--- src/flash_crc_pkg.sv ---
// Constants, types and the CRC step shared by the flash CRC scanner.
// Assumes nothing of its surroundings; pure definitions.
`default_nettype none

package flash_crc_pkg;

	// ==================================================================
	// Register indices (byte address is four times the index)
	localparam logic [1:0] IDX_MAIN_CTRL   = 2'h0;
	localparam logic [1:0] IDX_MODE_SOURCE = 2'h1;
	localparam logic [1:0] IDX_STATUS      = 2'h2;

	// ==================================================================
	// Field positions
	localparam int CTRL_RESET_BIT  = 7;
	localparam int CTRL_FAILURE_NMI_ENABLE_BIT  = 1;
	localparam int CTRL_ENABLE_BIT = 0;
	localparam int MODE_LSB        = 4;
	localparam int SRC_LSB         = 0;
	localparam int STAT_OK_BIT     = 1;
	localparam int STAT_BUSY_BIT   = 0;

	// ==================================================================
	// Modes, sources, states
	typedef enum logic [1:0] {
		MODE_PRIORITY  = 2'h0,
		MODE_SPARE     = 2'h1,
		MODE_SINGLE_BG = 2'h2,
		MODE_CONT_BG   = 2'h3
	} scan_mode_t;

	typedef enum logic [1:0] {
		SRC_FULL     = 2'h0,
		SRC_BOOT_APP = 2'h1,
		SRC_BOOT     = 2'h2,
		SRC_SPARE    = 2'h3
	} scan_src_t;

	typedef enum logic [1:0] {
		ST_IDLE  = 2'h0,
		ST_RUN   = 2'h1,
		ST_CHECK = 2'h2
	} scan_state_t;

	// ==================================================================
	// Reset values, CRC constants, timing counts
	localparam logic       ENABLE_RST  = 1'b0;
	localparam logic       FAILURE_NMI_ENABLE_RST   = 1'b0;
	localparam logic       OK_RST      = 1'b0;
	localparam scan_mode_t MODE_RST    = MODE_PRIORITY;
	localparam scan_src_t  SRC_RST     = SRC_FULL;
	localparam logic [15:0] CRC_POLY    = 16'h1021;
	localparam logic [15:0] CRC_INIT    = 16'hFFFF;
	localparam logic [15:0] CRC_RESIDUE = 16'h0000;
	localparam int         FETCH_PERIOD = 3;
	localparam logic [1:0] PRIO_GAP    = 2'(FETCH_PERIOD - 2);
	localparam logic [1:0] BG_GAP      = 2'h0;
	localparam int         PAGE_WORDS  = 128;

	// One byte through the CRC, most significant bit first
	function automatic logic [15:0] crc_byte(input logic [15:0] c_in,
		input logic [7:0] d);
		logic [15:0] c;
		logic        fb;
		c = c_in;
		fb = 1'b0;
		for (int i = 7; i >= 0; i--) begin
			fb = c[15] ^ d[i];
			c = {c[14:0], 1'b0};
			if (fb) begin
				c = c ^ CRC_POLY;
			end
		end
		return c;
	endfunction : crc_byte

endpackage : flash_crc_pkg

`default_nettype wire

--- src/flash_crc_memory_scan.sv ---
// Program-flash CRC scanner with AHB-Lite registers and debugger port.
// Assumes flash, CPU, fuses and debugger all run on hclk; the flash
// returns a word with flash_gnt in the cycle it grants flash_req.
`timescale 1ns/1ps
`default_nettype none

module flash_crc_memory_scan #(
	parameter int FLASH_BYTES = 4096
) (
	// Clock and reset
	input  wire logic        hclk,
	input  wire logic        hresetn,
	// AHB-Lite slave
	input  wire logic        hsel,
	input  wire logic [31:0] haddr,
	input  wire logic [1:0]  htrans,
	input  wire logic        hwrite,
	input  wire logic [2:0]  hsize,
	input  wire logic [31:0] hwdata,
	input  wire logic        hready,
	output logic             hreadyout,
	output logic             hresp,
	output logic [31:0]      hrdata,
	// Flash read port
	output logic             flash_req,
	output logic [$clog2(FLASH_BYTES/2)-1:0] flash_addr,
	input  wire logic        flash_gnt,
	input  wire logic [15:0] flash_rdata,
	// CPU side
	input  wire logic        cpu_sleep,
	output logic             cpu_stall,
	output logic             cpu_hold,
	output logic             nmi_req,
	// Fuses, static after reset
	input  wire logic [7:0]  boot_end_fuse,
	input  wire logic [7:0]  app_end_fuse,
	input  wire logic        startup_scan_fuse,
	input  wire logic [1:0]  startup_src_fuse,
	// Debugger
	input  wire logic        dbg_connected,
	input  wire logic        dbg_access,
	input  wire logic        dbg_internal,
	input  wire logic        dbg_status_rd,
	input  wire logic        dbg_wr,
	input  wire logic [1:0]  dbg_waddr,
	input  wire logic [7:0]  dbg_wdata,
	output logic [1:0]       dbg_status
);

	localparam int FLASH_WORDS = FLASH_BYTES / 2;
	localparam int AW          = $clog2(FLASH_WORDS);

	if (FLASH_BYTES < 8 || (FLASH_BYTES & (FLASH_BYTES - 1)) != 0)
	begin : g_bad_size
		$error("FLASH_BYTES must be a power of two of at least 8");
	end

	// ==================================================================
	// State
	flash_crc_pkg::scan_state_t state_q;
	flash_crc_pkg::scan_mode_t  mode_q;
	flash_crc_pkg::scan_src_t   src_q;
	logic          enable_q;
	logic          failure_nmi_enable_q;
	logic          ok_q;
	logic          clr_q;
	logic          init_q;
	logic          startup_q;
	logic          single_q;
	logic          halt_q;
	logic          restart_q;
	logic [AW-1:0] addr_q;
	logic [AW-1:0] last_q;
	logic [15:0]   crc_q;
	logic [1:0]    pace_q;
	logic          req_q;
	logic          wr_pend_q;
	logic [1:0]    wr_idx_q;
	logic          nmi_q;
	logic          stall_q;
	logic          hold_q;
	logic [31:0]   hrdata_q;
	logic [1:0]    dbg_status_q;

	// ==================================================================
	// Write merge and event decode
	logic          busy;
	logic          paused;
	logic          ahb_take;
	logic          ahb_mapped;
	logic [1:0]    w_idx;
	logic [7:0]    w_data;
	logic          w_allow;
	logic          wr_ctrl;
	logic          wr_mode;
	logic          wr_stat;
	logic          strobe_ok;
	logic          start_cpu;
	logic          sched;
	logic          cancel;
	logic          release_evt;
	logic          restart;
	logic          boot_start;
	logic          pass;
	logic          fail_nmi;
	logic          prio;
	logic [15:0]   crc_word;
	logic [7:0]    stat_rd;
	logic [7:0]    rd_val;

	assign busy   = (state_q != flash_crc_pkg::ST_IDLE);
	assign paused = cpu_sleep | halt_q;

	assign ahb_take   = hsel & hready & htrans[1];
	assign ahb_mapped = (haddr[31:4] == 28'h0000000) &
		(haddr[3:2] != 2'h3);

	// Debugger writes share the CPU path and checks
	assign w_idx   = dbg_wr ? dbg_waddr : wr_idx_q;
	assign w_data  = dbg_wr ? dbg_wdata : hwdata[7:0];
	assign w_allow = (dbg_wr | wr_pend_q) & ~nmi_q;
	assign wr_ctrl = w_allow & (w_idx == flash_crc_pkg::IDX_MAIN_CTRL);
	assign wr_mode = w_allow & (w_idx == flash_crc_pkg::IDX_MODE_SOURCE);
	assign wr_stat = w_allow & dbg_wr &
		(w_idx == flash_crc_pkg::IDX_STATUS);

	assign strobe_ok = wr_ctrl & w_data[flash_crc_pkg::CTRL_RESET_BIT] &
		(~failure_nmi_enable_q | ~busy);
	assign start_cpu = wr_ctrl & w_data[flash_crc_pkg::CTRL_ENABLE_BIT];
	assign sched     = wr_stat & w_data[flash_crc_pkg::STAT_BUSY_BIT];
	assign cancel    = wr_stat & ~w_data[flash_crc_pkg::STAT_BUSY_BIT];

	assign release_evt = halt_q & ~dbg_access &
		(dbg_internal | dbg_status_rd | ~dbg_connected);
	assign restart    = release_evt & restart_q & busy;
	assign boot_start = ~init_q & startup_scan_fuse;

	assign pass     = (crc_q == flash_crc_pkg::CRC_RESIDUE);
	assign fail_nmi = failure_nmi_enable_q & (
		((state_q == flash_crc_pkg::ST_CHECK) & ~pass) |
		(wr_stat & ~w_data[flash_crc_pkg::STAT_OK_BIT]));
	assign prio = (mode_q == flash_crc_pkg::MODE_PRIORITY) | startup_q;

	// Low byte sits at the lower address, so it goes in first
	assign crc_word = flash_crc_pkg::crc_byte(
		flash_crc_pkg::crc_byte(crc_q, flash_rdata[7:0]),
		flash_rdata[15:8]);

	// ==================================================================
	// Section end
	function automatic logic [AW-1:0] page_end(input logic [7:0] fuse);
		int w;
		w = int'(fuse) * flash_crc_pkg::PAGE_WORDS - 1;
		if (fuse == 8'h00 || w > FLASH_WORDS - 1) begin
			w = FLASH_WORDS - 1;
		end
		return AW'(w);
	endfunction : page_end

	function automatic logic [AW-1:0] sect_end(
		input flash_crc_pkg::scan_src_t s);
		logic [AW-1:0] e;
		case (s)
			flash_crc_pkg::SRC_BOOT:     e = page_end(boot_end_fuse);
			flash_crc_pkg::SRC_BOOT_APP: e = page_end(app_end_fuse);
			default:                     e = AW'(FLASH_WORDS - 1);
		endcase
		return e;
	endfunction : sect_end

	// ==================================================================
	// AHB-Lite slave: zero wait, always OKAY
	always_ff @(posedge hclk or negedge hresetn) begin
		if (!hresetn) begin
			wr_pend_q <= 1'b0;
			wr_idx_q  <= 2'h0;
			hrdata_q  <= 32'h00000000;
		end else begin
			wr_pend_q <= ahb_take & hwrite & ahb_mapped;
			wr_idx_q  <= haddr[3:2];
			if (ahb_take & ~hwrite & ahb_mapped) begin
				hrdata_q <= {24'h000000, rd_val};
			end else begin
				hrdata_q <= 32'h00000000;
			end
		end
	end

	always_comb begin
		stat_rd = 8'h00;
		stat_rd[flash_crc_pkg::STAT_BUSY_BIT] = busy;
		stat_rd[flash_crc_pkg::STAT_OK_BIT]   = ok_q & ~busy;
		rd_val = 8'h00;
		case (haddr[3:2])
			flash_crc_pkg::IDX_MAIN_CTRL: begin
				rd_val[flash_crc_pkg::CTRL_FAILURE_NMI_ENABLE_BIT]  = failure_nmi_enable_q;
				rd_val[flash_crc_pkg::CTRL_ENABLE_BIT] = enable_q;
			end
			flash_crc_pkg::IDX_MODE_SOURCE: begin
				rd_val[flash_crc_pkg::MODE_LSB +: 2] = mode_q;
				rd_val[flash_crc_pkg::SRC_LSB +: 2]  = src_q;
			end
			flash_crc_pkg::IDX_STATUS: rd_val = stat_rd;
			default: rd_val = 8'h00;
		endcase
	end

	// ==================================================================
	// Control registers
	always_ff @(posedge hclk or negedge hresetn) begin
		if (!hresetn) begin
			clr_q  <= 1'b0;
			init_q <= 1'b0;
		end else begin
			clr_q  <= strobe_ok;
			init_q <= 1'b1;
		end
	end

	always_ff @(posedge hclk or negedge hresetn) begin
		if (!hresetn) begin
			enable_q <= flash_crc_pkg::ENABLE_RST;
		end else if (clr_q) begin
			enable_q <= flash_crc_pkg::ENABLE_RST;
		end else if (boot_start) begin
			enable_q <= 1'b1;
		end else if (wr_ctrl) begin
			enable_q <= w_data[flash_crc_pkg::CTRL_ENABLE_BIT];
		end
	end

	// Only a system reset clears the enable
	always_ff @(posedge hclk or negedge hresetn) begin
		if (!hresetn) begin
			failure_nmi_enable_q <= flash_crc_pkg::FAILURE_NMI_ENABLE_RST;
		end else if (wr_ctrl & ~busy &
			w_data[flash_crc_pkg::CTRL_FAILURE_NMI_ENABLE_BIT]) begin
			failure_nmi_enable_q <= 1'b1;
		end
	end

	always_ff @(posedge hclk or negedge hresetn) begin
		if (!hresetn) begin
			mode_q <= flash_crc_pkg::MODE_RST;
			src_q  <= flash_crc_pkg::SRC_RST;
		end else if (clr_q) begin
			mode_q <= flash_crc_pkg::MODE_RST;
			src_q  <= flash_crc_pkg::SRC_RST;
		end else if (boot_start) begin
			mode_q <= flash_crc_pkg::MODE_SINGLE_BG;
			src_q  <= flash_crc_pkg::scan_src_t'(startup_src_fuse);
		end else if (wr_mode & ~busy) begin
			mode_q <= flash_crc_pkg::scan_mode_t'(
				w_data[flash_crc_pkg::MODE_LSB +: 2]);
			src_q  <= flash_crc_pkg::scan_src_t'(
				w_data[flash_crc_pkg::SRC_LSB +: 2]);
		end
	end

	always_ff @(posedge hclk or negedge hresetn) begin
		if (!hresetn) begin
			ok_q <= flash_crc_pkg::OK_RST;
		end else if (clr_q) begin
			ok_q <= flash_crc_pkg::OK_RST;
		end else if (wr_stat) begin
			ok_q <= w_data[flash_crc_pkg::STAT_OK_BIT];
		end else if (state_q == flash_crc_pkg::ST_CHECK) begin
			ok_q <= pass;
		end
	end

	// Sticky until system reset
	always_ff @(posedge hclk or negedge hresetn) begin
		if (!hresetn) begin
			nmi_q <= 1'b0;
		end else if (fail_nmi) begin
			nmi_q <= 1'b1;
		end
	end

	// ==================================================================
	// Debugger hold and restart
	always_ff @(posedge hclk or negedge hresetn) begin
		if (!hresetn) begin
			halt_q <= 1'b0;
		end else if (dbg_access) begin
			halt_q <= 1'b1;
		end else if (release_evt) begin
			halt_q <= 1'b0;
		end
	end

	always_ff @(posedge hclk or negedge hresetn) begin
		if (!hresetn) begin
			restart_q <= 1'b0;
		end else if (cancel | clr_q | restart) begin
			restart_q <= 1'b0;
		end else if (dbg_access & busy) begin
			restart_q <= 1'b1;
		end
	end

	always_ff @(posedge hclk or negedge hresetn) begin
		if (!hresetn) begin
			dbg_status_q <= 2'h0;
		end else begin
			dbg_status_q <= {stat_rd[flash_crc_pkg::STAT_OK_BIT],
				stat_rd[flash_crc_pkg::STAT_BUSY_BIT]};
		end
	end

	// ==================================================================
	// Scan engine
	always_ff @(posedge hclk or negedge hresetn) begin
		if (!hresetn) begin
			state_q   <= flash_crc_pkg::ST_IDLE;
			single_q  <= 1'b0;
			startup_q <= 1'b0;
			addr_q    <= '0;
			last_q    <= '0;
			crc_q     <= flash_crc_pkg::CRC_INIT;
			pace_q    <= 2'h0;
			req_q     <= 1'b0;
		end else if (clr_q | cancel) begin
			state_q   <= flash_crc_pkg::ST_IDLE;
			single_q  <= 1'b0;
			startup_q <= 1'b0;
			req_q     <= 1'b0;
		end else if (boot_start | start_cpu | sched | restart) begin
			state_q   <= flash_crc_pkg::ST_RUN;
			single_q  <= sched | (single_q & restart);
			startup_q <= boot_start | (startup_q & restart);
			addr_q    <= '0;
			last_q    <= boot_start ?
				sect_end(flash_crc_pkg::scan_src_t'(startup_src_fuse)) :
				sect_end(src_q);
			crc_q     <= flash_crc_pkg::CRC_INIT;
			pace_q    <= 2'h0;
			req_q     <= 1'b0;
		end else begin
			case (state_q)
				flash_crc_pkg::ST_RUN: begin
					if (paused) begin
						req_q <= 1'b0;
					end else if (req_q & flash_gnt) begin
						crc_q  <= crc_word;
						addr_q <= addr_q + AW'(1);
						req_q  <= 1'b0;
						pace_q <= prio ? flash_crc_pkg::PRIO_GAP :
							flash_crc_pkg::BG_GAP;
						if (addr_q == last_q) begin
							state_q <= flash_crc_pkg::ST_CHECK;
						end
					end else if (!req_q) begin
						if (pace_q == 2'h0) begin
							req_q <= 1'b1;
						end else begin
							pace_q <= pace_q - 2'h1;
						end
					end
				end
				flash_crc_pkg::ST_CHECK: begin
					if (mode_q == flash_crc_pkg::MODE_CONT_BG &&
						enable_q && !single_q && !startup_q) begin
						state_q <= flash_crc_pkg::ST_RUN;
						addr_q  <= '0;
						crc_q   <= flash_crc_pkg::CRC_INIT;
						pace_q  <= 2'h0;
					end else begin
						state_q  <= flash_crc_pkg::ST_IDLE;
						single_q <= 1'b0;
						startup_q <= 1'b0;
					end
				end
				default: begin
					state_q <= flash_crc_pkg::ST_IDLE;
					req_q   <= 1'b0;
				end
			endcase
		end
	end

	// ==================================================================
	// CPU stall and startup hold
	always_ff @(posedge hclk or negedge hresetn) begin
		if (!hresetn) begin
			stall_q <= 1'b0;
		end else begin
			stall_q <= (state_q == flash_crc_pkg::ST_RUN) & prio &
				~paused;
		end
	end

	// CPU stays held after a failed startup check until a clear strobe or a debugger cancel
	always_ff @(posedge hclk or negedge hresetn) begin
		if (!hresetn) begin
			hold_q <= 1'b1;
		end else if (!init_q) begin
			hold_q <= startup_scan_fuse;
		end else if (startup_q & (state_q == flash_crc_pkg::ST_CHECK) &
			pass) begin
			hold_q <= 1'b0;
		end else if (clr_q | cancel) begin
			hold_q <= 1'b0;
		end
	end

	// ==================================================================
	// Outputs
	assign hreadyout  = 1'b1;
	assign hresp      = 1'b0;
	assign hrdata     = hrdata_q;
	assign flash_req  = req_q;
	assign flash_addr = addr_q;
	assign cpu_stall  = stall_q;
	assign cpu_hold   = hold_q;
	assign nmi_req    = nmi_q;
	assign dbg_status = dbg_status_q;

endmodule : flash_crc_memory_scan

`default_nettype wire

--- config.mk ---
export PLATFORM = sky130hd
export DESIGN_NAME = flash_crc_memory_scan
export DESIGN_NICKNAME = d
export VERILOG_FILES = /design/src/flash_crc_pkg.sv /design/src/flash_crc_memory_scan.sv
export SDC_FILE = /design/constraint.sdc
export NUM_CORES = 1
export LEC_CHECK = 0
export ABC_AREA = 0
export BUFFER_PORTS_ARGS = -buffer_cell sky130_fd_sc_hd__buf_2
export CAP_MARGIN = 20
export CORE_UTILIZATION = 45
export DETAILED_ROUTE_END_ITERATION = 7
export GPL_TIMING_DRIVEN = 1
export HOLD_SLACK_MARGIN = 0.06
export PLACE_DENSITY = 0.75
export SYNTH_ARGS = -nofsm -noshare
export SYNTH_HDL_FRONTEND = slang
export SYNTH_SLANG_ARGS = --single-unit
--- constraint.sdc ---
create_clock -name hclk -period 2 [get_ports hclk]
set_input_delay 0.2 -clock hclk [delete_from_list [all_inputs] [get_ports hclk]]
set_output_delay 0.2 -clock hclk [all_outputs]
set_load 0.05 [all_outputs]
# Word-level counts from Yosys, hierarchy flattened
# Cells that the tools add are included.
dict set report word_totals {
  register_bits 96
  input_bits 126
  out_inout_bits 51
  elab_cells 260
}
dict set report op_classes {
  n_mux 83
  add_sub_neg 4
  bitwise 95
  n_eq_ne 24
  n_reduce_logical 28
  n_lt_le_gt_ge 2
}
# cell n
set ops {}
lappend ops {{$mux 13} 16}
lappend ops {{$mux 11} 7}
lappend ops {{$pmux 11 s2} 3}
lappend ops {{$mux 16} 4}
lappend ops {{$not 3->3} 16}
lappend ops {{$mux 2} 19}
lappend ops {{$and 1x1->1} 37}
lappend ops {{$gt 16x12->1 const B} 2}
lappend ops {{$pmux 16 s2} 1}
lappend ops {{$sub 15x1->16 const B} 2}
lappend ops {{$logic_not 28->1} 1}
lappend ops {{$mux 1} 27}
lappend ops {{$ne 4x4->1 const B} 5}
lappend ops {{$logic_not 16->1} 1}
lappend ops {{$logic_not 8->1} 2}
lappend ops {{$xor 1x1->1} 16}
lappend ops {{$reduce_bool 3->1} 5}
lappend ops {{$or 1x1->1} 14}
lappend ops {{$eq 2x2->1 const B} 6}
lappend ops {{$not 1->1} 12}
lappend ops {{$add 11x1->11 const B} 1}
lappend ops {{$eq 11x11->1} 1}
lappend ops {{$eq 2x1->1 const B} 5}
lappend ops {{$ne 3x1->1 const B} 3}
lappend ops {{17 further kinds} 30}

# Logic depth before layout (Yosys ltp)
# Gate-level depths: netlist of the first run.
dict set report logic_depth {
  ltp_word 36
  ltp_mapped 8
  mapped_depth_nobuf 8
}

# Worst setup path before layout of the first run
# No wires, ideal clock.
dict set report synth_timing {
  path_type {reg2reg}
  from {register nmi_q, in the netlist nmi_req}
  to {register addr_q[5], in the netlist flash_addr[5]}
  required_ns 1.853
  period_less_slack_ns 2.379
  arrival_ns 2.232
  stages_incl_launch_ff 8
  setup_ns 0.147
  n_path_buf 1
  path_slack_ns -0.379
  path_cell_list {dfrtp_1 > or4b_1 > a211oi_2 > nand4b_4 > o21ai_2 > buf_2 > o21ai_1 > o41ai_2}
}
dict set report synth_between {
  elab_chain_len 9
  word_cells_on_any_way 19
  classes_between {eq/ne (3); mux (1); bitwise (13); reduce/logical (2)}
}
# item line
set synth_rtl {}
lappend synth_rtl {{from (decl)} flash_crc_memory_scan.sv:79} ;# logic nmi_q;
lappend synth_rtl {{from (signal assigned)} flash_crc_memory_scan.sv:275} ;# nmi_q <= 1'b0;
lappend synth_rtl {{from (signal assigned)} flash_crc_memory_scan.sv:277} ;# nmi_q <= 1'b1;
lappend synth_rtl {{$not 1->1 (*)} flash_crc_memory_scan.sv:121} ;# assign w_allow = (dbg_wr | wr_pend_q) & ~nmi_q;
lappend synth_rtl {{$and 1x1->1 (*)} flash_crc_memory_scan.sv:121}
lappend synth_rtl {{$and 1x1->1 (on tied branches)} {flash_crc_memory_scan.sv:122, flash_crc_memory_scan.sv:124}}
lappend synth_rtl {{$and 1x1->1 (on tied branches)} {flash_crc_memory_scan.sv:129, flash_crc_memory_scan.sv:124}}
lappend synth_rtl {{$or 1x1->1 / $and 1x1->1 (equally long branches)} {flash_crc_memory_scan.sv:329, flash_crc_memory_scan.sv:130}}
lappend synth_rtl {{$or 1x1->1 (2 in a row)} flash_crc_memory_scan.sv:329} ;# end else if (boot_start | start_cpu | sched | restart) begin
lappend synth_rtl {{$ne 3x3->1 (no source line), or another cell as far along} --}
lappend synth_rtl {{$reduce_and 5->1 (no source line)} --}
lappend synth_rtl {{to (signal assigned)} flash_crc_memory_scan.sv:347} ;# addr_q <= addr_q + AW'(1);
lappend synth_rtl {{to (decl)} flash_crc_memory_scan.sv:72} ;# logic [AW-1:0] addr_q;
# Mark *: on every way between the ends. The rest lies on a longest branch, timed or not.
# A chain may end at the register's enable or synchronous reset.

# Worst setup path in the final report of the first run
dict set report layout_timing {
  from {register nmi_q, in the netlist nmi_req}
  to {register crc_q[11]}
}
dict set report layout_between {
  elab_chain_len 9
  word_cells_on_any_way 19
  classes_between {eq/ne (3); mux (1); bitwise (13); reduce/logical (2)}
}
# item line
set layout_rtl {}
lappend layout_rtl {{$not 1->1 (*)} flash_crc_memory_scan.sv:121}
lappend layout_rtl {{$and 1x1->1 (*)} flash_crc_memory_scan.sv:121}
lappend layout_rtl {{$and 1x1->1 (on tied branches)} {flash_crc_memory_scan.sv:122, flash_crc_memory_scan.sv:124}}
lappend layout_rtl {{$and 1x1->1 (on tied branches)} {flash_crc_memory_scan.sv:129, flash_crc_memory_scan.sv:124}}
lappend layout_rtl {{$or 1x1->1 / $and 1x1->1 (equally long branches)} {flash_crc_memory_scan.sv:329, flash_crc_memory_scan.sv:130}}
lappend layout_rtl {{$or 1x1->1 (2 in a row)} flash_crc_memory_scan.sv:329}
lappend layout_rtl {{$ne 3x3->1 (no source line), or another cell as far along} --}
lappend layout_rtl {{$reduce_and 5->1 (no source line)} --}
lappend layout_rtl {{to (signal assigned)} flash_crc_memory_scan.sv:321} ;# crc_q <= flash_crc_pkg::CRC_INIT;
lappend layout_rtl {{to (signal assigned)} flash_crc_memory_scan.sv:337} ;# crc_q <= flash_crc_pkg::CRC_INIT;
lappend layout_rtl {{to (signal assigned)} flash_crc_memory_scan.sv:346} ;# crc_q <= crc_word;
lappend layout_rtl {{to (decl)} flash_crc_memory_scan.sv:74} ;# logic [15:0] crc_q;
# Marked as above.

==> results.rst, run 1 <==
.. list-table::
   :header-rows: 1

   * - Metric
     - Value
   * - Worst slack, placed
     - -0.225 ns
   * - Final total negative setup slack
     - -4.99 ns
   * - Count of boundary I/O pins
     - between 150 and 200
   * - Core box area
     - ~9400 sq um
   * - Number of nets with antenna violations after routing
     - 0
   * - Primary FF master, synth
     - sky130_fd_sc_hd__dfrtp_1
   * - Nature of the critical path startpoint
     - flip-flop
   * - Die Span X
     - 101 um
   * - Critical Path AT
     - between 2 and 3 ns
   * - Largest net degree at the start of global routing
     - 63
   * - Synth Cell Area
     - around 4400 sq um
   * - Period utilisation layout
     - 111%
   * - Fillers
     - 764
   * - All-Layer GR Usage
     - 23.5%
   * - Global-route wire length before repair
     - 18.6 mm
   * - Top library cells by usage in the layout, fill and taps aside
     - sky130_fd_sc_hd__buf_2, sky130_fd_sc_hd__buf_4, sky130_fd_sc_hd__dfrtp_1, sky130_fd_sc_hd__nand2_1, sky130_fd_sc_hd__xnor2_1
   * - Sink count of the clock tree
     - a little over 60
   * - Achievable frequency
     - between 0.4 and 0.5 GHz
   * - Final routed wirelength across all metal layers
     - between 10 and 15 mm
   * - Share of final-layout standard cells stronger than drive strength 1
     - around two fifths
   * - Final number of hold-violating endpoints
     - 0
   * - Violated checks
     - setup timing
   * - Signed area change from the synthesized netlist to the final layout
     - 35.9%
   * - Iteration count of the initial detailed-routing pass
     - 5
   * - Synth warnings
     - 0
   * - Worst path setup slack after routing
     - -0.220 ns
   * - Vias per cell
     - 5.41
   * - Maximum buffer depth of the clock tree
     - 2
   * - Setup violations, final
     - 35
   * - Cell variety after synth
     - 75
   * - Wire length on met1
     - roughly 4.8 mm
   * - Post-synth top area share
     - between 20 and 30%
   * - Max-cap violations
     - 0
   * - Hold_sp
     - hwrite
   * - Worst hold slack
     - just over 0.07 ns
   * - Crit Reg-Reg Startpoint
     - nmi_req
   * - Power density cells
     - between 1000 and 1500 nW/um^2
   * - Initial Utilization
     - a little under half
   * - DIE HEIGHT
     - between 100 and 150 um
   * - Class of the most critical setup path
     - reg -> reg
   * - Die area
     - 10200 sq um
   * - Avg Cell Area, Syn
     - roughly 9.5 sq um
   * - Placer's final routability congestion estimate
     - 0.936
   * - Met2 layer wire length in the routed design
     - ~6.1 mm
   * - Library cell used as clock root buffer
     - sky130_fd_sc_hd__clkbuf_8
   * - Count of state elements after synthesis
     - 62
   * - Via count
     - approximately 4200
   * - Min-delay worst type
     - in -> reg
   * - Placed wire-length estimate
     - roughly 8.4 mm
   * - Largest cells by area after synthesis
     - sky130_fd_sc_hd__dfrtp_1, sky130_fd_sc_hd__dfstp_2, sky130_fd_sc_hd__xnor2_1
   * - Cell row count
     - 35
   * - Kind of end point of the critical path
     - flip-flop
   * - Setup repair after global routing missed its margin
     - yes
   * - Minimum period implied by the final worst setup slack
     - 2.22 ns
   * - Clock Pin Slew Worst Setup and Hold Paths
     - ~0.070 ns
   * - Count of antenna diodes in the layout
     - 0
   * - Actual transition at the worst max-transition pin
     - just under 0.7 ns
   * - Multi-input gate area in the final layout
     - approximately 2900 sq um
   * - Top routing layer used
     - met4
   * - Result of the run
     - finished with violations
   * - Input/output buffers
     - 110
   * - Reported leakage power
     - roughly 2.8 nW
   * - Met3 Routed Length
     - 774 um
   * - Count of H-tree levels built during CTS
     - 3
   * - Worst slew margin relative to its limit
     - a little over half
   * - Number of enable flip-flop cells after synthesis
     - 0
   * - Total area of sequential cells
     - about 1600 sq um
   * - Initial DRC count
     - approximately 190
   * - Launching element of the worst setup path
     - nmi_req
   * - DRC violations left
     - 0
   * - Max Clock Skew
     - around 0.011 ns
   * - Via count of the first global-routing pass
     - approximately 4000
   * - Share of synthesized registers carrying an async set or reset
     - 100%
   * - Grt ovf
     - 0
   * - Commonest non-fill, non-tap cell in the layout
     - sky130_fd_sc_hd__buf_2
   * - Clock insertion delay at the later pin of the skew report
     - between 0.3 and 0.4 ns
   * - Total CTS buffers
     - 9
   * - Clock tree from TritonCTS
     - built
   * - Required time worst endpoint
     - between 2 and 2.5 ns
   * - Initial antenna violation count
     - 0
   * - Slew Limit Fails
     - 0
   * - Post-synthesis instance total
     - 464
   * - Seq/Total Area, Yosys
     - 35.8%
   * - Leading area contributor after synthesis
     - sky130_fd_sc_hd__dfrtp_1
   * - Worst supply voltage drop on vdd
     - approximately 0.54 mV
   * - NumNets Final
     - between 700 and 800
   * - Worst Path Max Fanout
     - 8
   * - Routed WL per cell
     - ~15 um
==> path summary, 6_finish.rpt <==
kind	cells past startpoint	end	slack, ns
max	7	crc_q[11]	-0.22
min	2	wr_pend_q	0.07
max reg2reg	7	crc_q[11]	-0.22
min reg2reg	2	crc_q[2]	0.48
max in group asynchronous	3	cpu_hold	1.29
min in group asynchronous	3	flash_addr[2]	0.39
==> worst max-delay path, cell delays in order (launching register included) <==
cell	delay (ns)
sky130_fd_sc_hd__dfrtp_2	0.41
sky130_fd_sc_hd__buf_6	0.12
sky130_fd_sc_hd__or3b_4	0.39
sky130_fd_sc_hd__a211oi_4	0.27
sky130_fd_sc_hd__and4b_4	0.25
sky130_fd_sc_hd__a31oi_4	0.33
sky130_fd_sc_hd__buf_2	0.22
sky130_fd_sc_hd__o22a_1	0.15
==> area by class of cell <==
cell class | count | area share, %
multi-input cells | 376 | 48.3
flip-flops and latches | 62 | 26.4
repair buffers | 171 | 18.3
well taps | 129 | 2.70
clock buffers | 11 | 2.37
inverters | 18 | 1.13
clock inverters | 5 | 0.816
==> logic make-up after synthesis <==
group	count (synthesis)	share of synthesized area [%]
AND/OR/NAND/NOR	163	20.6
AO/OA/AOI/OAI	103	16.6
flip-flops	62	35.8
XOR/XNOR	59	14.3
buffers and inverters	58	7.85
multiplexers	9	2.39
adder cells (fa/ha/maj)	8	2.28
other	2	0.171
==> power by group <==
group	switching [W]	leakage (nW)	total, W	internal, W
Sequential	0.000247	0.745	0.00182	0.00157
Clock	0.000502	0.101	0.00110	0.000599
Combinational	0.00194	1.95	0.00366	0.00172
Total	0.00269	2.79	0.00659	0.00390
==> state kept, by name, indices dropped and copies added (netlist names), 2 cells and up <==
| register | flops |
|---|---|
| pace_q | 2 |
| wr_idx_q | 2 |
| crc_q | 16 |
| state_q | 2 |
| mode_q | 2 |
| dbg_status | 2 |
| hrdata | 4 |
| flash_addr | 11 |
| src_q | 2 |
| last_q | 5 |
==> metrics by stage <==
stage | std cells | util (%) | instance area [sq um] | total power (W)
floorplan | 493 | - | 4580 | 0.00408
global placement | 738 | 57.2 | 5370 | 0.00486
detailed placement | 738 | 57.2 | 5370 | 0.00497
CTS | 768 | 61.7 | 5780 | 0.00622
global route | 772 | 63.8 | 5980 | 0.00693
finish | 772 | 63.8 | 5980 | 0.00659
==> routing by layer <==
layer	GRT usage [%]	vias to the layer above
met4	6.91	0
met2	42.4	177
met3	4.72	26
li1	-	1968
met1	28.2	2005
met5	0	-
==> Yosys cell counts, types with 3 or more instances <==
library cell	count
sky130_fd_sc_hd__o22a_1	5
sky130_fd_sc_hd__nor3b_1	5
sky130_fd_sc_hd__nor2_1	25
sky130_fd_sc_hd__dfrtp_1	45
sky130_fd_sc_hd__buf_2	3
sky130_fd_sc_hd__a21o_1	5
sky130_fd_sc_hd__nand2b_1	9
sky130_fd_sc_hd__a211o_1	8
sky130_fd_sc_hd__inv_1	18
sky130_fd_sc_hd__and2_1	4
sky130_fd_sc_hd__nand2_1	38
sky130_fd_sc_hd__o22ai_1	5
sky130_fd_sc_hd__buf_4	33
sky130_fd_sc_hd__clkbuf_1	3
sky130_fd_sc_hd__mux2i_1	6
sky130_fd_sc_hd__a21boi_0	4
sky130_fd_sc_hd__nand3_1	12
sky130_fd_sc_hd__a22oi_1	3
sky130_fd_sc_hd__o21ai_0	22
sky130_fd_sc_hd__a211oi_1	4
sky130_fd_sc_hd__or3_1	6
sky130_fd_sc_hd__xnor2_1	33
sky130_fd_sc_hd__ha_1	8
sky130_fd_sc_hd__xor2_1	17
sky130_fd_sc_hd__and3_1	7
sky130_fd_sc_hd__a21oi_1	14
sky130_fd_sc_hd__dfstp_2	17
sky130_fd_sc_hd__nor3_1	16
sky130_fd_sc_hd__nor4_1	13
sky130_fd_sc_hd__o41ai_1	3
sky130_fd_sc_hd__o31ai_1	7
sky130_fd_sc_hd__a31oi_1	5
sky130_fd_sc_hd__xnor3_1	3
sky130_fd_sc_hd__nor2b_1	5
==> what timing repair did <==
action,4_1_cts,5_1_grt
cloned,4,0
setup endpoints to repair,35,38
buffers inserted,7,4
hold buffers,4,0
pin swaps,25,17
hold endpoints to repair,48,0
gates resized for setup,27,31
Power figures use the tool's default switching activity.
==> run 2, diff against run 1 <==
--- a/config.mk
+++ b/config.mk
@@ -6,13 +6,13 @@
 export NUM_CORES = 1
 export LEC_CHECK = 0
 export ABC_AREA = 0
-export BUFFER_PORTS_ARGS = -buffer_cell sky130_fd_sc_hd__buf_2
+export BUFFER_PORTS_ARGS = -buffer_cell sky130_fd_sc_hd__clkbuf_2
 export CAP_MARGIN = 20
-export CORE_UTILIZATION = 45
+export CORE_UTILIZATION = 53
 export DETAILED_ROUTE_END_ITERATION = 7
 export GPL_TIMING_DRIVEN = 1
 export HOLD_SLACK_MARGIN = 0.06
-export PLACE_DENSITY = 0.75
+export PLACE_DENSITY = 0.83
 export SYNTH_ARGS = -nofsm -noshare
 export SYNTH_HDL_FRONTEND = slang
 export SYNTH_SLANG_ARGS = --single-unit
==> constraint.sdc (replaced) <==
create_clock -name hclk -period 2.65 [get_ports hclk]
set_input_delay 0.265 -clock hclk [delete_from_list [all_inputs] [get_ports hclk]]
set_output_delay 0.265 -clock hclk [all_outputs]
set_load 0.02 [all_outputs]
==> run 2 against run 1 <==
The run now ends clean. Non-clock buffer count down 55. Clock power shrank 25%. Clock skew decreased by 0.0039 ns. Via count is 7.4% lower. Global-route usage up 2.0 points. Sequential share of layout area grew 4.2 points. Final cell count shrank 11%. Wire length fell by 12%. Total power shrank 36%. Sequential cell count unchanged. Critical path type unchanged. Critical endpoint is now crc_q[1]. Largest cell class unchanged.
==> results.rst, run 2 (same netlist as run 1, synthesis figures left out) <==
.. list-table::
   :header-rows: 1

   * - Metric
     - Value
   * - Commonest non-fill, non-tap cell in the layout
     - sky130_fd_sc_hd__clkbuf_2
   * - CP cell instances
     - or4b_1 -> a211oi_2 -> and4b_4 -> a31oi_4 -> buf_4 -> nor2_1 -> a31oi_1
   * - Required time worst endpoint
     - 2.92 ns (+0.63 ns)
   * - Fillers
     - 645 (-16%)
   * - Utilization after layout
     - 65.2% (+1.4 points)
   * - Maximum buffer depth of the clock tree
     - 2 (unchanged)
   * - Final routed wirelength across all metal layers
     - 10.5 mm (-12%)
   * - Total CTS buffers
     - 9 (unchanged)
   * - Total of hold buffers inserted after clock tree synthesis
     - 0 (-4)
   * - Placed wire-length estimate
     - 7.98 mm (-5.4%)
   * - Global-route wire length before repair
     - 17.4 mm (-6.8%)
   * - Initial antenna violation count
     - 0 (unchanged)
   * - Cell at the slowest stage of the critical path
     - sky130_fd_sc_hd__or4b_1
   * - Initial DRC count
     - 195 (+3.2%)
   * - Cell row count
     - 32 (-8.6%)
   * - Initial Utilization
     - 55.8% (+8.8 points)
   * - Largest net degree at the start of global routing
     - 63 (unchanged)
   * - Number of buffer and inverter instances along the worst setup path
     - 1 (-1)
   * - Count of antenna diodes in the layout
     - 0 (unchanged)
   * - Worst Path Max Fanout
     - 9 (+1)
   * - Library cell used as clock root buffer
     - sky130_fd_sc_hd__clkbuf_8
   * - Critical Path AT
     - 2.65 ns (+0.14 ns)
   * - Minimum period implied by the final worst setup slack
     - 2.38 ns (+0.159 ns)
   * - Count of boundary I/O pins
     - 177 (unchanged)
   * - Number of nets with antenna violations after routing
     - 0 (unchanged)
   * - Reported leakage power
     - 2.43 nW (-13%)
   * - Setup Buffers After CTS
     - 0 (-7)
   * - DIE HEIGHT
     - 93.1 um (-7.7%)
   * - NumNets Final
     - 714 (-7.5%)
   * - Signed area change from the synthesized netlist to the final layout
     - 16.9%
   * - Placer's final routability congestion estimate
     - 0.895 (-4.5%)
   * - Slew Limit Fails
     - 0 (unchanged)
   * - Iteration count of the initial detailed-routing pass
     - 6 (+1)
   * - Count of H-tree levels built during CTS
     - 3 (unchanged)
   * - Kind of end point of the critical path
     - flip-flop
   * - Class of the most critical setup path
     - reg -> reg
   * - Achievable frequency
     - 0.420 GHz (-6.7%)
   * - Share of final-layout standard cells stronger than drive strength 1
     - 29.1% (-12 points)
   * - Clock Pin Slew Worst Setup and Hold Paths
     - 0.07 ns (about the same)
   * - Top library cells by usage in the layout, fill and taps aside
     - sky130_fd_sc_hd__clkbuf_2, sky130_fd_sc_hd__dfrtp_1, sky130_fd_sc_hd__nand2_1, sky130_fd_sc_hd__xnor2_1, sky130_fd_sc_hd__conb_1
   * - CP delay by family, top
     - simple AND/OR/NAND/NOR gates
   * - Routed WL per cell
     - 15.3 um (-0.59%)
   * - Via count
     - 3867 (-7.4%)
   * - Via count of the first global-routing pass
     - 3797 (-6.5%)
   * - Max Clock Skew
     - 0.00693 ns (-0.00386 ns)
   * - Sink count of the clock tree
     - 62 (unchanged)
   * - Vias per cell
     - 5.63 (+4.1%)
   * - Result of the run
     - finished, final reports clean
   * - Power density cells
     - 818 nW/um^2 (-26%)
   * - Die Span X
     - 93.1 um (-7.7%)
   * - Period utilisation layout
     - 89.8% (-21 points)
   * - Input/output buffers
     - 110 (unchanged)
   * - Worst slew margin relative to its limit
     - 45.0% (-8.0 points)
   * - Clock insertion delay at the later pin of the skew report
     - 0.35 ns (about the same)
   * - Top reg by flops
     - crc_q
   * - Nature of the critical path startpoint
     - flip-flop
   * - Final total negative setup slack
     - 0 ns (+4.99 ns)
   * - Setup violations, final
     - 0 (-100%)
   * - Final number of hold-violating endpoints
     - 0 (unchanged)
   * - Actual transition at the worst max-transition pin
     - 0.825 ns (+0.137 ns)
   * - Setup repair after global routing missed its margin
     - no
   * - Max-cap violations
     - 0 (unchanged)
   * - Clock tree from TritonCTS
     - built
   * - Die area
     - 8670 sq um (-15%)
   * - DRC violations left
     - 0 (unchanged)
   * - Number of flip-flops in the largest register
     - 16 (unchanged)
   * - Worst supply voltage drop on vdd
     - 0.320 mV (-41%)
   * - All-Layer GR Usage
     - 25.5% (+2.0 points)
   * - Crit-path max cell delay
     - 0.55 ns (+0.14 ns)
   * - Grt ovf
     - 0 (unchanged)
   * - Core box area
     - 7890 sq um (-16%)
   * - Min-delay worst type
     - in -> async
   * - Resized Gates After CTS
     - 0 (-100%)
==> run 2: cell count changes in the layout (fill, tap and decap cells not counted), sizes merged <==
cell / before / now
clkbuf: 11 / 121
dlygate4sd3: 4 / 0
buf: 167 / 6
nand2: 40 / 39
o21ai: 27 / 25
==> run 2: worst reg2reg max path: stages (launching register included) <==
cell and delay [ns]:
sky130_fd_sc_hd__dfrtp_1 0.42, sky130_fd_sc_hd__or4b_1 0.55, sky130_fd_sc_hd__a211oi_2 0.37, sky130_fd_sc_hd__and4b_4 0.28, sky130_fd_sc_hd__a31oi_4 0.24, sky130_fd_sc_hd__buf_4 0.23, sky130_fd_sc_hd__nor2_1 0.06, sky130_fd_sc_hd__a31oi_1 0.15
==> run 2: cell type report <==
class	instances	area, sq um	area share [%]
inverter	18	67.6	1.31
timing repair buffer	116	596	11.6
sequential	62	1570	30.6
multi-input combinational	373	2590	50.4
tap	102	128	2.48
clock inverter	5	48.8	0.949
clock buffer	11	141	2.75
==> run 2: stage by stage <==
step	hold slack, ns	power [W]	cell area (sq um)	worst slack, ns	cells
6_report	0.0917	0.00421	5140	0.271	687
5_1_grt	0.108	0.00447	5140	0.100	687
4_1_cts	0.108	0.00421	5140	0.286	687
3_5_place_dp	0.472	0.00337	4950	0.136	671
3_3_place_gp	0.457	0.00329	4950	0.219	671
2_1_floorplan	-0.0306	0.00293	4510	0.434	493
==> run 2: path summary, 6_finish.rpt <==
kind,cells past startpoint,startpoint,to,slack [ns]
setup reg to reg,7,nmi_req,crc_q[1],0.27
setup / recovery,7,nmi_req,crc_q[1],0.27
max in group asynchronous,2,hresetn,init_q,2.05
hold / removal,2,hresetn,halt_q,0.09
min in group hclk,1,haddr[3],wr_idx_q[1],0.12
hold reg to reg,2,crc_q[2],crc_q[2],0.49
==> run 2: where the power goes <==
group          internal, W  switching, W  total (W)  leakage, nW
clock             0.000452      0.000375   0.000827        0.101
sequential         0.00119      0.000188    0.00138        0.751
combinational     0.000926       0.00108    0.00200         1.58
==> run 2: routing by layer <==
layer	global-route usage, %	vias up	routed length [um]
met4	7.44	0	135
met3	5.04	17	618
met2	47.0	164	5420
li1	-	1856	-
met5	0	-	0
met1	29.7	1830	4320
==> run 3, diff against run 2 <==
--- a/config.mk
+++ b/config.mk
@@ -6,13 +6,13 @@
 export NUM_CORES = 1
 export LEC_CHECK = 0
 export ABC_AREA = 0
-export BUFFER_PORTS_ARGS = -buffer_cell sky130_fd_sc_hd__clkbuf_2
 export CAP_MARGIN = 20
-export CORE_UTILIZATION = 53
+export CORE_UTILIZATION = 58
 export DETAILED_ROUTE_END_ITERATION = 7
+export DONT_BUFFER_PORTS = 1
 export GPL_TIMING_DRIVEN = 1
 export HOLD_SLACK_MARGIN = 0.06
-export PLACE_DENSITY = 0.83
+export PLACE_DENSITY = 0.73
 export SYNTH_ARGS = -nofsm -noshare
 export SYNTH_HDL_FRONTEND = slang
 export SYNTH_SLANG_ARGS = --single-unit
==> constraint.sdc (replaced) <==
create_clock -name hclk -period 2 [get_ports hclk]
set_input_delay 0.2 -clock hclk [delete_from_list [all_inputs] [get_ports hclk]]
set_output_delay 0.2 -clock hclk [all_outputs]
set_load 0.02 [all_outputs]
==> run 3 against run 2 <==
The run now ends with setup timing left. Final cell count is 6.8% lower. Register-to-register slack worse by 0.51 ns. Non-clock buffer count is 47 lower. Critical path depth stayed put. Core utilization is 9.6 points higher. Clock skew is 0.0017 ns higher. Die area is 8.4% lower. Critical path type unchanged.
==> results.rst, run 3 (same netlist as run 1, synthesis figures left out) <==
.. list-table::
   :header-rows: 1

   * - Metric
     - Value
   * - Max Clock Skew
     - 0.00864 ns (+0.00171 ns)
   * - Worst supply voltage drop on vdd
     - 0.611 mV (+91%)
   * - Critical Path AT
     - 2.47 ns (-0.18 ns)
   * - Actual transition at the worst max-transition pin
     - 0.609 ns (-0.216 ns)
   * - NumNets Final
     - 670 (-6.2%)
   * - Cell at the slowest stage of the critical path
     - sky130_fd_sc_hd__or4b_4
   * - Setup violations, final
     - 35 (+35)
   * - Final number of hold-violating endpoints
     - 0 (unchanged)
   * - Nature of the critical path startpoint
     - flip-flop
   * - Count of antenna diodes in the layout
     - 0 (unchanged)
   * - Count of boundary I/O pins
     - 177 (unchanged)
   * - Library cell used as clock root buffer
     - sky130_fd_sc_hd__clkbuf_8
   * - Via count
     - 3737 (-3.4%)
   * - Top library cells by usage in the layout, fill and taps aside
     - sky130_fd_sc_hd__dfrtp_1, sky130_fd_sc_hd__buf_4, sky130_fd_sc_hd__nand2_1, sky130_fd_sc_hd__xnor2_1, sky130_fd_sc_hd__conb_1
   * - Worst Path Max Fanout
     - 8 (-1)
   * - DRC violations left
     - 0 (unchanged)
   * - Minimum period implied by the final worst setup slack
     - 2.24 ns (-0.141 ns)
   * - Largest net degree at the start of global routing
     - 63 (unchanged)
   * - Power density cells
     - 1150 nW/um^2 (+40%)
   * - Fillers
     - 515 (-20%)
   * - Signed area change from the synthesized netlist to the final layout
     - 24.0%
   * - Power consumption
     - 0.00625 W (+48%)
   * - Routed WL per cell
     - 17.7 um (+16%)
   * - Placer's final routability congestion estimate
     - 0.856 (-4.3%)
   * - Final routed wirelength across all metal layers
     - 11.3 mm (+7.7%)
   * - Utilization after layout
     - 74.8% (+9.6 points)
   * - Reported leakage power
     - 2.37 nW (-2.6%)
   * - Initial DRC count
     - 166 (-15%)
   * - Slew Limit Fails
     - 0 (unchanged)
   * - Worst path setup slack after routing
     - -0.238 ns (-0.509 ns)
   * - Clock insertion delay at the later pin of the skew report
     - 0.35 ns (about the same)
   * - Sink count of the clock tree
     - 62 (unchanged)
   * - Crit-path max cell delay
     - 0.56 ns (about the same)
   * - Die area
     - 7940 sq um (-8.4%)
   * - Via count of the first global-routing pass
     - 3620 (-4.7%)
   * - Cell row count
     - 31 (-3.1%)
   * - Kind of end point of the critical path
     - flip-flop
   * - Class of the most critical setup path
     - reg -> reg
   * - Setup repair after global routing missed its margin
     - yes
   * - Initial antenna violation count
     - 0 (unchanged)
   * - Count of H-tree levels built during CTS
     - 3 (unchanged)
   * - Achievable frequency
     - 0.447 GHz (+6.3%)
   * - Share of final-layout standard cells stronger than drive strength 1
     - 26.6% (-2.4 points)
   * - Max-cap violations
     - 0 (unchanged)
   * - Initial Utilization
     - 60.3% (+4.6 points)
   * - Number of nets with antenna violations after routing
     - 0 (unchanged)
   * - Clock Pin Slew Worst Setup and Hold Paths
     - 0.07 ns (about the same)
   * - Core box area
     - 7290 sq um (-7.6%)
   * - Die Span X
     - 89.1 um (-4.3%)
   * - DIE HEIGHT
     - 89.1 um (-4.3%)
   * - Crit Reg-Reg Startpoint
     - nmi_req
   * - Grt ovf
     - 0 (unchanged)
   * - Total CTS buffers
     - 9 (unchanged)
   * - Number of standard cells in the layout, taps in and fillers out
     - 640 (-6.8%)
   * - Min-delay worst type
     - in -> reg
   * - Vias per cell
     - 5.84 (+3.7%)
   * - Commonest non-fill, non-tap cell in the layout
     - sky130_fd_sc_hd__dfrtp_1
   * - Hold_sp
     - haddr[3]
   * - Required time worst endpoint
     - 2.23 ns (-0.69 ns)
   * - Violated checks
     - setup timing
   * - Input/output buffers
     - 0 (-100%)
   * - Launching element of the worst setup path
     - nmi_req
   * - Period utilisation layout
     - 112% (+22 points)
   * - Number of flip-flops in the largest register
     - 16 (unchanged)
   * - Maximum buffer depth of the clock tree
     - 2 (unchanged)
   * - Top reg by flops
     - crc_q
   * - All-Layer GR Usage
     - 27.8% (+2.4 points)
   * - Worst slew margin relative to its limit
     - 58.3% (+13 points)
   * - Worst hold slack
     - 0.0772 ns (-0.0144 ns)
   * - Clock tree from TritonCTS
     - built
   * - Final total negative setup slack
     - -5.97 ns (-5.97 ns)
   * - Number of placed cells counting well taps
     - 594 (-11%)
   * - CP cell instances
     - or4b_4 -> a211oi_4 -> and4b_4 -> buf_4 -> nand2_8 -> nor3_1 -> a211o_1
   * - Global-route wire length before repair
     - 16.6 mm (-4.2%)
   * - Placed wire-length estimate
     - 7.69 mm (-3.6%)
   * - Iteration count of the initial detailed-routing pass
     - 5 (-1)
   * - Result of the run
     - finished with violations
## run 3: final cells by class
class                           count  area [sq um]  area share, %
Timing Repair Buffer               69           648           11.9
Clock buffer                       12           145           2.66
Tap cell                           99           124           2.27
Clock inverter                      4          46.3          0.849
Multi-Input combinational cell    376          2850           52.2
Inverter                           18          67.6           1.24
Sequential cell                    62          1570           28.9
## run 3: path summary, 6_finish.rpt
path,to,slack [ns],depth (start not counted)
max,pace_q[0],-0.24,7
min,hrdata[0],0.08,2
max reg2reg,pace_q[0],-0.24,7
min reg2reg,crc_q[2],0.48,2
max in group asynchronous,crc_q[15],1.28,2
min in group asynchronous,flash_addr[0],0.40,2
## run 3: what timing repair did
action / CTS / global route
cloned: 2 / 2
resized for setup: 30 / 30
setup buffers: 6 / 13
setup endpoints to repair: 34 / 39
pin swaps: 17 / 11
hold endpoints to repair: 74 / 0
hold buffers: 9 / 0
## run 3: per-stage QoR
stage / setup WS [ns] / area [sq um]
6_report: -0.238 / 5450
5_1_grt: -0.311 / 5450
4_1_cts: -0.195 / 5200
3_5_place_dp: -0.230 / 4730
3_3_place_gp: -0.136 / 4730
2_1_floorplan: -0.0919 / 4580
## run 3: per-layer routing
metal	GRT usage, %	part of all wire, %	vias up
met3	6.56	6.0	25
met2	49.2	52	147
met1	32.9	40	1807
li1	-	-	1758
met4	10.7	2.1	0
met5	0	0	-
## run 3: critical path, delay by kind of cell, from the launching register on
kind	cells	cell delay, ns
and+or+nand+nor	4	0.98
DFF	1	0.42
buffers and inverters	1	0.16
AOI/OAI and AO/OA	2	0.56
## run 3: power breakdown
group | internal, W | leakage, nW | switching [W]
logic | 0.00165 | 1.52 | 0.00164
registers | 0.00158 | 0.750 | 0.000286
clock network | 0.000604 | 0.0940 | 0.000492
total | 0.00383 | 2.37 | 0.00242
